[config.mk]
export PLATFORM = sky130hd
export DESIGN_NAME = lcd_frame_addr
export DESIGN_NICKNAME = d
export VERILOG_FILES = /design/src/rtl/lcd_fb_pkg.sv /design/src/rtl/lcd_word_fifo.sv /design/src/rtl/lcd_frame_addr.sv
export SDC_FILE = /design/constraint.sdc
export NUM_CORES = 1
export LEC_CHECK = 0
export ABC_AREA = 1
export BUFFER_PORTS_ARGS = -buffer_cell sky130_fd_sc_hd__buf_2
export CORE_ASPECT_RATIO = 1.25
export CORE_UTILIZATION = 40
export DETAILED_ROUTE_END_ITERATION = 8
export GPL_ROUTABILITY_DRIVEN = 0
export PLACE_DENSITY_LB_ADDON = 0.05
export SLEW_MARGIN = 5
export SYNTH_ARGS = -nofsm -noshare
export SYNTH_HDL_FRONTEND = slang
export SYNTH_SLANG_ARGS = --single-unit
[constraint.sdc]
create_clock -name clk_sys -period 7 [get_ports clk_sys]
set_input_delay 1.75 -clock clk_sys [delete_from_list [all_inputs] [get_ports clk_sys]]
set_output_delay 1.75 -clock clk_sys [all_outputs]
set_load 0.1 [all_outputs]
[src/rtl/lcd_fb_pkg.sv]
// Register map, field layout and carrier types of the frame-address block
package lcd_fb_pkg;
  localparam logic [31:0] OFS_PANEL_CTRL = 32'h4D00_0000;
  localparam logic [31:0] OFS_OUT_CTRL   = 32'h4D00_0010;
  localparam logic [31:0] OFS_BANK_UPPER = 32'h4D00_0014;
  localparam logic [31:0] OFS_LOWER_END  = 32'h4D00_0018;
  localparam logic [31:0] OFS_GEOMETRY   = 32'h4D00_001C;
  localparam logic [31:0] OFS_RED_LUT    = 32'h4D00_0020;
  localparam logic [31:0] RST_WORD       = 32'h0000_0000;
  // Output control fields
  localparam int BIT_DE_INV    = 6;
  localparam int BIT_PWR_INV   = 5;
  localparam int BIT_LINE_END_OUT_INV  = 4;
  localparam int BIT_PWR_EN    = 3;
  localparam int BIT_LINE_END_OUT_EN   = 2;
  localparam int BIT_BYTE_SWP  = 1;
  localparam int BIT_HALF_SWP  = 0;
  localparam logic [31:0] OUT_CTRL_MASK = 32'h0000_007F;
  // Panel control fields
  localparam int BIT_VIDEO_ON  = 0;
  localparam int BIT_DUAL_SCAN = 1;
  localparam int BIT_PASSIVE   = 2;
  localparam int LINES_LSB     = 8;
  localparam int LINES_W       = 10;
  localparam int CUR_LINE_LSB  = 18;
  localparam logic [31:0] PANEL_CTRL_MASK = 32'h0003_FF07;
  // Address fields
  localparam int BANK_LSB  = 21;
  localparam int BANK_W    = 9;
  localparam int BASE_W    = 21;
  localparam int SKIP_LSB  = 11;
  localparam int GEOM_W    = 11;
  localparam logic [31:0] BANK_UPPER_MASK = 32'h3FFF_FFFF;
  localparam logic [31:0] BASE_MASK       = 32'h001F_FFFF;
  localparam logic [31:0] GEOM_MASK       = 32'h003F_FFFF;
  localparam logic [BASE_W-1:0] WORD_HALVES = 21'h00_0002;
  // Bus answers
  localparam logic [1:0] RESP_OKAY   = 2'h0;
  localparam logic [1:0] RESP_SLVERR = 2'h2;
  // Link side
  localparam int FIFO_DEPTH = 16;
  typedef struct packed {
    logic        line_end;
    logic [31:0] data;
  } fetch_word_t;
  localparam int WORD_W = $bits(fetch_word_t);
  typedef enum logic [2:0] {
    ST_IDLE = 3'b001,
    ST_REQ  = 3'b010,
    ST_DONE = 3'b100
  } fetch_state_t;
endpackage : lcd_fb_pkg

[src/rtl/lcd_word_fifo.sv]
// Synchronous FIFO with valid and ready on both sides
`timescale 1ns/1ps
module lcd_word_fifo #(
  parameter int WIDTH = 33,
  parameter int DEPTH = 16
) (
  // Clock and reset
  input  wire logic             clk_sys,
  input  wire logic             rst_n,
  // Fill side
  input  wire logic             in_valid,
  output logic                  in_ready,
  input  wire logic [WIDTH-1:0] in_data,
  // Drain side
  output logic                  out_valid,
  input  wire logic             out_ready,
  output logic [WIDTH-1:0]      out_data
);
  localparam int AW = $clog2(DEPTH);
  logic [WIDTH-1:0] mem [DEPTH];
  logic [AW-1:0]    wr_q;
  logic [AW-1:0]    rd_q;
  logic [AW:0]      cnt_q;
  logic             push;
  logic             pop;

  assign in_ready  = (cnt_q != (AW+1)'(DEPTH));
  assign out_valid = (cnt_q != '0);
  assign out_data  = mem[rd_q];
  assign push      = in_valid & in_ready;
  assign pop       = out_valid & out_ready;

  always_ff @(posedge clk_sys) begin
    if (push) begin
      mem[wr_q] <= in_data;
    end
  end

  always_ff @(posedge clk_sys) begin
    if (!rst_n) begin
      wr_q  <= '0;
      rd_q  <= '0;
      cnt_q <= '0;
    end else begin
      if (push) begin
        wr_q <= (wr_q == AW'(DEPTH-1)) ? '0 : wr_q + 1'b1;
      end
      if (pop) begin
        rd_q <= (rd_q == AW'(DEPTH-1)) ? '0 : rd_q + 1'b1;
      end
      cnt_q <= cnt_q + (AW+1)'(push) - (AW+1)'(pop);
    end
  end
endmodule : lcd_word_fifo

[src/rtl/lcd_frame_addr.sv]
// Frame-buffer address generation and panel output control
//
// Summary of operation
// Data enable inverted by its polarity bit outside passive mode
// Power enable polarity from its bit; here a set bit holds the output low instead of inverting it
// Line end inverted by its polarity bit outside passive mode
// Power enable output held off unless enabled
// Line end output gated by its enable
// Byte swap of fetched words when set
// Half-word swap of fetched words when set
// Bank field drives fetch address 30:22
// Upper base starts upper address counter
// Lower base starts lower counter, dual scan
// Software loads frame end in single scan
// Bases may change live, latched per frame
// Software masks interrupts around line reads
// Skip size spans line end to next
// Viewport width counts half-words per line
// Geometry changed only with video off
// Red code selects 4-bit table field
// Advance by skip, stop at lower base
// Byte swap first, then half-word swap
//
// Design decision made here: the AXI4-Lite slave port.
`timescale 1ns/1ps
module lcd_frame_addr
  import lcd_fb_pkg::*;
(
  // Clock and reset
  input  wire logic        clk_sys,
  input  wire logic        rst_n,
  // AXI4-Lite write
  input  wire logic [31:0] s_axi_awaddr,
  input  wire logic        s_axi_awvalid,
  output logic             s_axi_awready,
  input  wire logic [31:0] s_axi_wdata,
  input  wire logic [3:0]  s_axi_wstrb,
  input  wire logic        s_axi_wvalid,
  output logic             s_axi_wready,
  output logic [1:0]       s_axi_bresp,
  output logic             s_axi_bvalid,
  input  wire logic        s_axi_bready,
  // AXI4-Lite read
  input  wire logic [31:0] s_axi_araddr,
  input  wire logic        s_axi_arvalid,
  output logic             s_axi_arready,
  output logic [31:0]      s_axi_rdata,
  output logic [1:0]       s_axi_rresp,
  output logic             s_axi_rvalid,
  input  wire logic        s_axi_rready,
  // Video fetch port
  output logic             fetch_req,
  output logic [31:0]      fetch_addr,
  input  wire logic        fetch_ack,
  input  wire logic [31:0] fetch_data,
  // Panel link
  input  wire logic        pix_clk_in,
  output logic [31:0]      panel_data,
  output logic [3:0]       red_shade,
  output logic             data_enable_out,
  output logic             line_end_out,
  output logic             panel_power_out
);
  // Register state
  logic [31:0] panel_ctrl_q, out_ctrl_q, bank_upper_q;
  logic [31:0] lower_end_q, geometry_q, red_lut_q;
  logic        aw_rdy_q, w_rdy_q, b_vld_q, ar_rdy_q, r_vld_q;
  logic [1:0]  b_resp_q, r_resp_q;
  logic [31:0] r_data_q;
  // Field views
  logic              video_output_on, dual_scan, passive_mode;
  logic [LINES_W-1:0] line_count_setting;
  logic [BANK_W-1:0] frame_bank;
  logic [BASE_W-1:0] upper_base, lower_base;
  logic [GEOM_W-1:0] line_skip_size, viewport_width;
  logic data_enable_invert, power_enable_invert, line_end_invert;
  logic panel_power_enable, line_end_output_on, byte_swap_on, halfword_swap_on;

  assign video_output_on     = panel_ctrl_q[BIT_VIDEO_ON];
  assign dual_scan           = panel_ctrl_q[BIT_DUAL_SCAN];
  assign passive_mode        = panel_ctrl_q[BIT_PASSIVE];
  assign line_count_setting  = panel_ctrl_q[LINES_LSB +: LINES_W];
  assign frame_bank          = bank_upper_q[BANK_LSB +: BANK_W];
  assign upper_base          = bank_upper_q[BASE_W-1:0];
  assign lower_base          = lower_end_q[BASE_W-1:0];
  assign line_skip_size      = geometry_q[SKIP_LSB +: GEOM_W];
  assign viewport_width      = geometry_q[GEOM_W-1:0];
  assign data_enable_invert  = out_ctrl_q[BIT_DE_INV];
  assign power_enable_invert = out_ctrl_q[BIT_PWR_INV];
  assign line_end_invert     = out_ctrl_q[BIT_LINE_END_OUT_INV];
  assign panel_power_enable  = out_ctrl_q[BIT_PWR_EN];
  assign line_end_output_on  = out_ctrl_q[BIT_LINE_END_OUT_EN];
  assign byte_swap_on        = out_ctrl_q[BIT_BYTE_SWP];
  assign halfword_swap_on    = out_ctrl_q[BIT_HALF_SWP];

  // Word merge under byte strobes
  function automatic logic [31:0] merge(input logic [31:0] old, input logic [31:0] wd,
                                        input logic [3:0] be, input logic [31:0] msk);
    logic [31:0] r;
    r = old;
    for (int i = 0; i < 4; i++) begin
      if (be[i]) begin
        r[8*i +: 8] = wd[8*i +: 8];
      end
    end
    return r & msk;
  endfunction : merge

  // Byte then half-word swap
  function automatic logic [31:0] swap_word(input logic [31:0] w, input logic bs,
                                            input logic hs);
    logic [31:0] r;
    r = bs ? {w[23:16], w[31:24], w[7:0], w[15:8]} : w;
    r = hs ? {r[15:0], r[31:16]} : r;
    return r;
  endfunction : swap_word

  // Write channel
  logic wr_go, wr_hit;
  assign wr_go = aw_rdy_q & s_axi_awvalid & w_rdy_q & s_axi_wvalid;
  assign wr_hit = (s_axi_awaddr == OFS_PANEL_CTRL) || (s_axi_awaddr == OFS_OUT_CTRL) ||
                  (s_axi_awaddr == OFS_BANK_UPPER) || (s_axi_awaddr == OFS_LOWER_END) ||
                  (s_axi_awaddr == OFS_GEOMETRY)   || (s_axi_awaddr == OFS_RED_LUT);

  always_ff @(posedge clk_sys) begin
    if (!rst_n) begin
      aw_rdy_q <= 1'b0;
      w_rdy_q  <= 1'b0;
      b_vld_q  <= 1'b0;
      b_resp_q <= RESP_OKAY;
    end else if (wr_go) begin
      aw_rdy_q <= 1'b0;
      w_rdy_q  <= 1'b0;
      b_vld_q  <= 1'b1;
      b_resp_q <= wr_hit ? RESP_OKAY : RESP_SLVERR;
    end else if (b_vld_q) begin
      b_vld_q <= !s_axi_bready;
    end else begin
      aw_rdy_q <= s_axi_awvalid & s_axi_wvalid & !aw_rdy_q;
      w_rdy_q  <= s_axi_awvalid & s_axi_wvalid & !w_rdy_q;
    end
  end

  // Register writes; bases and geometry apply at next frame start
  always_ff @(posedge clk_sys) begin
    if (!rst_n) begin
      panel_ctrl_q <= RST_WORD;
      out_ctrl_q   <= RST_WORD;
      bank_upper_q <= RST_WORD;
      lower_end_q  <= RST_WORD;
      geometry_q   <= RST_WORD;
      red_lut_q    <= RST_WORD;
    end else if (wr_go) begin
      if (s_axi_awaddr == OFS_PANEL_CTRL) begin
        panel_ctrl_q <= merge(panel_ctrl_q, s_axi_wdata, s_axi_wstrb, PANEL_CTRL_MASK);
      end else if (s_axi_awaddr == OFS_OUT_CTRL) begin
        out_ctrl_q <= merge(out_ctrl_q, s_axi_wdata, s_axi_wstrb, OUT_CTRL_MASK);
      end else if (s_axi_awaddr == OFS_BANK_UPPER) begin
        bank_upper_q <= merge(bank_upper_q, s_axi_wdata, s_axi_wstrb, BANK_UPPER_MASK);
      end else if (s_axi_awaddr == OFS_LOWER_END) begin
        lower_end_q <= merge(lower_end_q, s_axi_wdata, s_axi_wstrb, BASE_MASK);
      end else if (s_axi_awaddr == OFS_GEOMETRY) begin
        geometry_q <= merge(geometry_q, s_axi_wdata, s_axi_wstrb, GEOM_MASK);
      end else if (s_axi_awaddr == OFS_RED_LUT) begin
        red_lut_q <= merge(red_lut_q, s_axi_wdata, s_axi_wstrb, 32'hFFFF_FFFF);
      end
    end
  end

  // Read channel
  logic [LINES_W-1:0] cur_line_q;
  always_ff @(posedge clk_sys) begin
    if (!rst_n) begin
      ar_rdy_q <= 1'b0;
      r_vld_q  <= 1'b0;
      r_data_q <= RST_WORD;
      r_resp_q <= RESP_OKAY;
    end else if (ar_rdy_q && s_axi_arvalid) begin
      ar_rdy_q <= 1'b0;
      r_vld_q  <= 1'b1;
      r_resp_q <= RESP_OKAY;
      if (s_axi_araddr == OFS_PANEL_CTRL) begin
        r_data_q <= panel_ctrl_q | (32'(cur_line_q) << CUR_LINE_LSB);
      end else if (s_axi_araddr == OFS_OUT_CTRL) begin
        r_data_q <= out_ctrl_q;
      end else if (s_axi_araddr == OFS_BANK_UPPER) begin
        r_data_q <= bank_upper_q;
      end else if (s_axi_araddr == OFS_LOWER_END) begin
        r_data_q <= lower_end_q;
      end else if (s_axi_araddr == OFS_GEOMETRY) begin
        r_data_q <= geometry_q;
      end else if (s_axi_araddr == OFS_RED_LUT) begin
        r_data_q <= red_lut_q;
      end else begin
        r_data_q <= RST_WORD;
        r_resp_q <= RESP_SLVERR;
      end
    end else if (r_vld_q) begin
      r_vld_q <= !s_axi_rready;
    end else begin
      ar_rdy_q <= s_axi_arvalid & !ar_rdy_q;
    end
  end

  assign s_axi_awready = aw_rdy_q;
  assign s_axi_wready  = w_rdy_q;
  assign s_axi_bvalid  = b_vld_q;
  assign s_axi_bresp   = b_resp_q;
  assign s_axi_arready = ar_rdy_q;
  assign s_axi_rvalid  = r_vld_q;
  assign s_axi_rdata   = r_data_q;
  assign s_axi_rresp   = r_resp_q;

  // Fetch engine
  fetch_state_t      st_q;
  logic [BASE_W-1:0] up_ptr_q, lo_ptr_q, end_q, ptr, ptr_nx;
  logic [GEOM_W-1:0] col_q, width_q, skip_q;
  logic              half_q, dual_q, req_q;
  logic [31:0]       addr_q;
  logic              fifo_in_ready, eol, last;
  fetch_word_t       push_word;

  assign ptr    = half_q ? lo_ptr_q : up_ptr_q;
  assign eol    = ({1'b0, col_q} + 12'h002) >= {1'b0, width_q};
  assign ptr_nx = ptr + WORD_HALVES + (eol ? BASE_W'(skip_q) : '0);
  assign last   = eol && (dual_q ? (half_q && cur_line_q == line_count_setting)
                                 : (ptr_nx >= end_q));
  assign push_word.line_end = eol;
  assign push_word.data     = swap_word(fetch_data, byte_swap_on, halfword_swap_on);

  always_ff @(posedge clk_sys) begin
    if (!rst_n) begin
      st_q       <= ST_IDLE;
      up_ptr_q   <= '0;
      lo_ptr_q   <= '0;
      end_q      <= '0;
      width_q    <= '0;
      skip_q     <= '0;
      col_q      <= '0;
      half_q     <= 1'b0;
      dual_q     <= 1'b0;
      cur_line_q <= '0;
      req_q      <= 1'b0;
      addr_q     <= RST_WORD;
    end else begin
      case (st_q)
        ST_IDLE: begin
          up_ptr_q   <= upper_base;
          lo_ptr_q   <= lower_base;
          end_q      <= lower_base;
          width_q    <= viewport_width;
          skip_q     <= line_skip_size;
          dual_q     <= dual_scan;
          col_q      <= '0;
          half_q     <= 1'b0;
          cur_line_q <= '0;
          if (video_output_on) begin
            st_q <= ST_REQ;
          end
        end
        ST_REQ: begin
          if (req_q && fetch_ack) begin
            req_q <= 1'b0;
            col_q <= eol ? '0 : col_q + 11'h002;
            if (half_q) begin
              lo_ptr_q <= ptr_nx;
            end else begin
              up_ptr_q <= ptr_nx;
            end
            if (eol && dual_q) begin
              half_q <= !half_q;
            end
            if (eol && (!dual_q || half_q) && !last) begin
              cur_line_q <= cur_line_q + 1'b1;
            end
            if (last) begin
              st_q <= ST_DONE;
            end
          end else if (!req_q && !video_output_on) begin
            st_q <= ST_IDLE;
          end else if (!req_q && fifo_in_ready) begin
            req_q  <= 1'b1;
            addr_q <= {1'b0, frame_bank, ptr, 1'b0};
          end
        end
        ST_DONE: begin
          st_q <= ST_IDLE;
        end
        default: begin
          st_q <= ST_IDLE;
        end
      endcase
    end
  end

  assign fetch_req  = req_q;
  assign fetch_addr = addr_q;

  // Word buffer between fetch and panel
  logic        fifo_out_valid, pix_pop;
  fetch_word_t pop_word;
  lcd_word_fifo #(
    .WIDTH (WORD_W),
    .DEPTH (FIFO_DEPTH)
  ) u_fifo (
    .clk_sys   (clk_sys),
    .rst_n     (rst_n),
    .in_valid  (req_q & fetch_ack),
    .in_ready  (fifo_in_ready),
    .in_data   (push_word),
    .out_valid (fifo_out_valid),
    .out_ready (pix_pop),
    .out_data  (pop_word)
  );

  // Pixel clock sampling and edge detection
  logic pix_s1_q, pix_s2_q, pix_s3_q, pix_rise;
  always_ff @(posedge clk_sys) begin
    if (!rst_n) begin
      pix_s1_q <= 1'b0;
      pix_s2_q <= 1'b0;
      pix_s3_q <= 1'b0;
    end else begin
      pix_s1_q <= pix_clk_in;
      pix_s2_q <= pix_s1_q;
      pix_s3_q <= pix_s2_q;
    end
  end
  assign pix_rise = pix_s2_q & !pix_s3_q;
  assign pix_pop  = pix_rise & fifo_out_valid;

  // Panel outputs
  logic [31:0] pdata_q;
  logic [3:0]  shade_q;
  logic        de_raw_q, line_end_out_raw_q, de_q, line_end_out_q, pwr_q;
  always_ff @(posedge clk_sys) begin
    if (!rst_n) begin
      pdata_q    <= RST_WORD;
      shade_q    <= 4'h0;
      de_raw_q   <= 1'b0;
      line_end_out_raw_q <= 1'b0;
    end else begin
      if (pix_rise) begin
        de_raw_q   <= fifo_out_valid;
        line_end_out_raw_q <= fifo_out_valid & pop_word.line_end;
      end
      if (pix_pop) begin
        pdata_q <= pop_word.data;
      end
      if (!passive_mode) begin
        shade_q <= 4'h0;
      end else if (pix_pop) begin
        shade_q <= red_lut_q[{pop_word.data[2:0], 2'b00} +: 4];
      end
    end
  end

  always_ff @(posedge clk_sys) begin
    if (!rst_n) begin
      de_q   <= 1'b0;
      line_end_out_q <= 1'b0;
      pwr_q  <= 1'b0;
    end else begin
      de_q   <= de_raw_q ^ (data_enable_invert & !passive_mode);
      line_end_out_q <= line_end_output_on &&
                (line_end_out_raw_q ^ (line_end_invert & !passive_mode));
      pwr_q  <= panel_power_enable & !power_enable_invert;
    end
  end

  assign panel_data      = pdata_q;
  assign red_shade       = shade_q;
  assign data_enable_out = de_q;
  assign line_end_out    = line_end_out_q;
  assign panel_power_out = pwr_q;
endmodule : lcd_frame_addr

==> results.sh <==
export IMPL_outcome="completed"
export IMPL_die_w_um=282.1
export IMPL_postCtsSetupRepairBufs=0
export IMPL_fraction_of_the_mapped_netlist_area_in_simple_logic_gates_pct=15.46
export IMPL_wire_length_of_the_first_global_routing_pass_mm=191.4
export IMPL_drt_wl_total_mm=129.9
export IMPL_placedInstanceArea_sq_mm=0.04181
export IMPL_dp_final_hpwl_mm=83.84
export IMPL_detail_route_iter0_violations=2191
export IMPL_antenna_found_initial=2
export IMPL_p_seq_share_pct=47.8
export IMPL_primary_ff_master_synth="sky130_fd_sc_hd__edfxtp_1"
export IMPL_ys_warn_count=0
export IMPL_report_power_total_w=0.01182
export IMPL_clock_tree_htree_level_count=3
export IMPL_timing_setup_critical_path_class="reg2reg"
export IMPL_holdBufCountCts=0
export IMPL_layout_drive_gt1_share_pct=12.93
export IMPL_initial_core_utilization_pct=40.29
export IMPL_power_ir_vdd_worst_uv=205.2
export IMPL_clk_latency_ns=0.68
export IMPL_p_int_w=0.008779
export IMPL_synth_edf_count=528
export IMPL_synthCells=4170
export IMPL_finalSetupTns_ns=0
export IMPL_place_port_buffers=249
export IMPL_via_count_of_the_first_global_routing_pass=29635
export IMPL_cp_data_required_time_ns=7.53
export IMPL_post_route_period_util_pct=87.96
export IMPL_reg_clk_slew_reported_paths_ns=0.06
export IMPL_synth_largest_area_cell="sky130_fd_sc_hd__edfxtp_1"
export IMPL_slew_headroom_pct=18.46
export IMPL_swShare_pct=25.70
export IMPL_power_density_cell_area_mw_per_mm2=262.9
export IMPL_setup_slack_ns=0.8429
export IMPL_setup_viol_count_final=0
export IMPL_total_leakage_power_nw=16.91
export IMPL_setup_repair_after_global_routing_missed_its_margin="no"
export IMPL_cts_tree="built"
export IMPL_power_net_switching_w=0.003037
export IMPL_drcViolationCount=0
export IMPL_clock_power_share_pct=43.1
export IMPL_worstHoldPathType="reg2reg"
export IMPL_num_nets_final=4575
export IMPL_dominant_combinational_cell_family_by_area_after_synthesis="compound AO/OA/AOI/OAI gates"
export IMPL_startpoint_type="flop"
export IMPL_critical_path_slowest_cell="sky130_fd_sc_hd__fa_1"
export IMPL_syn_avg_cell_area_sq_um=9.409
export IMPL_cp_arrival_ns=6.68
export IMPL_dieArea_sq_mm=0.09935
export IMPL_fmaxAchievable_mhz=162.4
export IMPL_postSynthRegisterBits=894
export IMPL_synth_async_reset_ratio_pct=0
export IMPL_pin_count_of_the_biggest_net_entering_global_routing=147
export IMPL_netlist_area_leader_share_pct=40.41
export IMPL_yosys_area_share_adder_pct=2.207
export IMPL_synth_lib_cells_used_distinct=58
export IMPL_post_drt_via_cell_ratio=5.376
export IMPL_cts_buf_count=95
export IMPL_cpMostUsedCell="sky130_fd_sc_hd__nand2_1"
export IMPL_vias=30898
export IMPL_dpl_worst_slack_ns=0.9282
export IMPL_timing_final_max_slew_violations=0
export IMPL_top_cells_by_area_in_the_synthesized_netlist="sky130_fd_sc_hd__edfxtp_1 (40%), sky130_fd_sc_hd__dfxtp_1 (19%), sky130_fd_sc_hd__o21ai_0 (7.2%)"
export IMPL_synth_compound_area_share_pct=15.57
export IMPL_io_pins=254
export IMPL_grt_overflow_total=0
export IMPL_worst_pin_slew_ns=1.220
export IMPL_combinationalPowerShare_pct=9.0
export IMPL_cts_root_buf="sky130_fd_sc_hd__clkbuf_16"
export IMPL_detail_route_wl_per_cell_um=22.60
export IMPL_syn_area_sq_mm=0.03923
export IMPL_area_growth_pct=14.57
export IMPL_critical_path_top_delay_family="simple AND/OR/NAND/NOR gates"
export IMPL_num_rows=128
export IMPL_core_area_sq_mm=0.09737
export IMPL_die_h_um=352.2
export IMPL_clock_sink_count=894
export IMPL_fin_area_sq_mm=0.04495
export IMPL_critPathCaptureType="flop"
export IMPL_crit_buf_inv=4
export IMPL_detail_route_first_pass_iterations=5
export IMPL_yosys_mux_area_fraction_pct=0.9185
export IMPL_slowest_delay_ns=0.47
export IMPL_path_max_fanout=12
export IMPL_final_hold_viol_count=0
export IMPL_finalWorstPathRequiredPeriod_ns=6.157
export IMPL_cap_viol_max_count=0
export IMPL_final_setup_skew_ns=0.05049
export IMPL_route_antenna_remaining_nets=0
export IMPL_synth_sequential_area_ratio_pct=59.09
export IMPL_groute_usage_overall_pct=25.89
export IMPL_cts_max_path_buffers=3
export IMPL_hold_worst_slack_ns=0.4340
export IMPL_post_synth_xor_area_fraction_pct=0.7367
export IMPL_post_cts_resized_instances=0
-- power groups by stage --
stage | sequential, W | clock (W) | combinational (W)
finish | 0.00565 | 0.00509 | 0.00107
global route | 0.00566 | 0.00539 | 0.00117
CTS | 0.00565 | 0.00519 | 0.00108
detailed placement | 0.00577 | 0 | 0.00107
global placement | 0.00577 | 0 | 0.00107
floorplan | 0.00595 | 0 | 0.000568
-- through the flow --
step | instances | util [%]
floorplan | 4173 | -
global placement | 5569 | 42.93
detailed placement | 5569 | 42.93
CTS | 5746 | 46.16
global route | 5746 | 46.16
finish | 5747 | 46.16
-- kinds of logic after synthesis --
logic type                 Yosys count
adders and majority gates           68
and+or+nand+nor                   1408
muxes                               36
buffers and inverters              577
AOI/OAI and AO/OA                 1153
DFF                                894
other                                1
xor gates and xnor gates            33
-- synthesized netlist by cell type (2+ instances only) --
cell                         n
sky130_fd_sc_hd__a211oi_1    8
sky130_fd_sc_hd__xor2_1     26
sky130_fd_sc_hd__inv_2      15
sky130_fd_sc_hd__o22ai_1   145
sky130_fd_sc_hd__o21ai_2     2
sky130_fd_sc_hd__buf_4      13
sky130_fd_sc_hd__o211a_1     4
sky130_fd_sc_hd__mux2i_1    36
sky130_fd_sc_hd__nand2_2    11
sky130_fd_sc_hd__buf_2      45
sky130_fd_sc_hd__ha_1       66
sky130_fd_sc_hd__nor4_1      5
sky130_fd_sc_hd__nand4_1    37
sky130_fd_sc_hd__and2_1      2
sky130_fd_sc_hd__a22o_1      2
sky130_fd_sc_hd__dfxtp_1   366
sky130_fd_sc_hd__fa_1        2
sky130_fd_sc_hd__nor3_1     43
sky130_fd_sc_hd__xnor2_1     7
sky130_fd_sc_hd__or2_2       4
sky130_fd_sc_hd__nor2_1    566
sky130_fd_sc_hd__nand3_2    12
sky130_fd_sc_hd__buf_6      11
sky130_fd_sc_hd__o32ai_1     7
sky130_fd_sc_hd__clkinv_1    4
sky130_fd_sc_hd__nand3_4     2
sky130_fd_sc_hd__nor2_2     12
sky130_fd_sc_hd__clkbuf_1  154
sky130_fd_sc_hd__nand3_1   178
sky130_fd_sc_hd__nand2_4     3
sky130_fd_sc_hd__inv_4       2
sky130_fd_sc_hd__inv_1     328
sky130_fd_sc_hd__edfxtp_1  528
sky130_fd_sc_hd__nor3_4      6
sky130_fd_sc_hd__nor2_4      7
sky130_fd_sc_hd__a21oi_1   351
sky130_fd_sc_hd__nand3b_1   10
sky130_fd_sc_hd__o211ai_1    9
sky130_fd_sc_hd__nand2_1   505
sky130_fd_sc_hd__a31oi_1    19
sky130_fd_sc_hd__o21ai_1    36
sky130_fd_sc_hd__buf_1       5
sky130_fd_sc_hd__o21ai_0   561
-- final cells by class --
class / count / area [sq um]
fill: 9517 / 52420
sequential: 894 / 23190
multi-input combinational: 2702 / 13830
clock buffer: 148 / 2789
timing repair buffer: 324 / 1828
tap: 1300 / 1627
inverter: 349 / 1324
clock inverter: 29 / 352.8
antenna: 1 / 2.502
-- worst reg2reg max path: cells and delay by family, from the launching register on --
family / cells / cell delay (ns)
xor+xnor: 2 / 0.39
compound gates: 4 / 0.50
simple gates: 25 / 2.66
buf+inv: 4 / 0.45
flops: 1 / 0.37
fa+ha+maj: 6 / 1.65
-- per-layer routing --
layer	vias to the layer above	global-route usage (%)	share of wire, %
li1	14841	-	-
met1	15033	31.16	41
met2	783	45.56	51
met3	239	2.763	3.8
met4	2	12.79	5.0
met5	-	0	0.015
-- final timing paths --
check	from	cells after the start	endpoint	slack, ns
setup / recovery	col_q[1]$_SDFFE_PN0P_	41	cur_line_q[8]$_SDFFE_PN0P_	0.84
hold / removal	pix_s2_q$_SDFF_PN0_	2	pix_s3_q$_SDFF_PN0_	0.43
setup reg to reg	col_q[1]$_SDFFE_PN0P_	41	cur_line_q[8]$_SDFFE_PN0P_	0.84
hold reg to reg	pix_s2_q$_SDFF_PN0_	2	pix_s3_q$_SDFF_PN0_	0.43
-- state kept, by name (all words and copies together) (netlist names), 5 cells and up, named ones only --
name          flops
bank_upper_q     30
col_q            10
cur_line_q       10
end_q            21
fetch_addr       30
geometry_q       22
lo_ptr_q         21
lower_end_q      21
out_ctrl_q        7
panel_ctrl_q     13
panel_data       32
red_lut_q        32
s_axi_rdata      32
skip_q           11
u_fifo.cnt_q      5
u_fifo.mem      528
up_ptr_q         21
width_q          11
-- cells in the final DEF, fill, tap and decap left out, drive strengths merged, types with 50 or more instances in the layout --
| master | count |
|---|---|
| clkbuf | 148 |
| buf | 324 |
| o21ai | 599 |
| ha | 66 |
| a21oi | 352 |
| nor3 | 50 |
| dfxtp | 366 |
| nand3 | 192 |
| edfxtp | 528 |
| nor2 | 585 |
| nand2 | 519 |
| o22ai | 145 |
| inv | 349 |
Note: power is estimated with default switching activity, not from simulation.
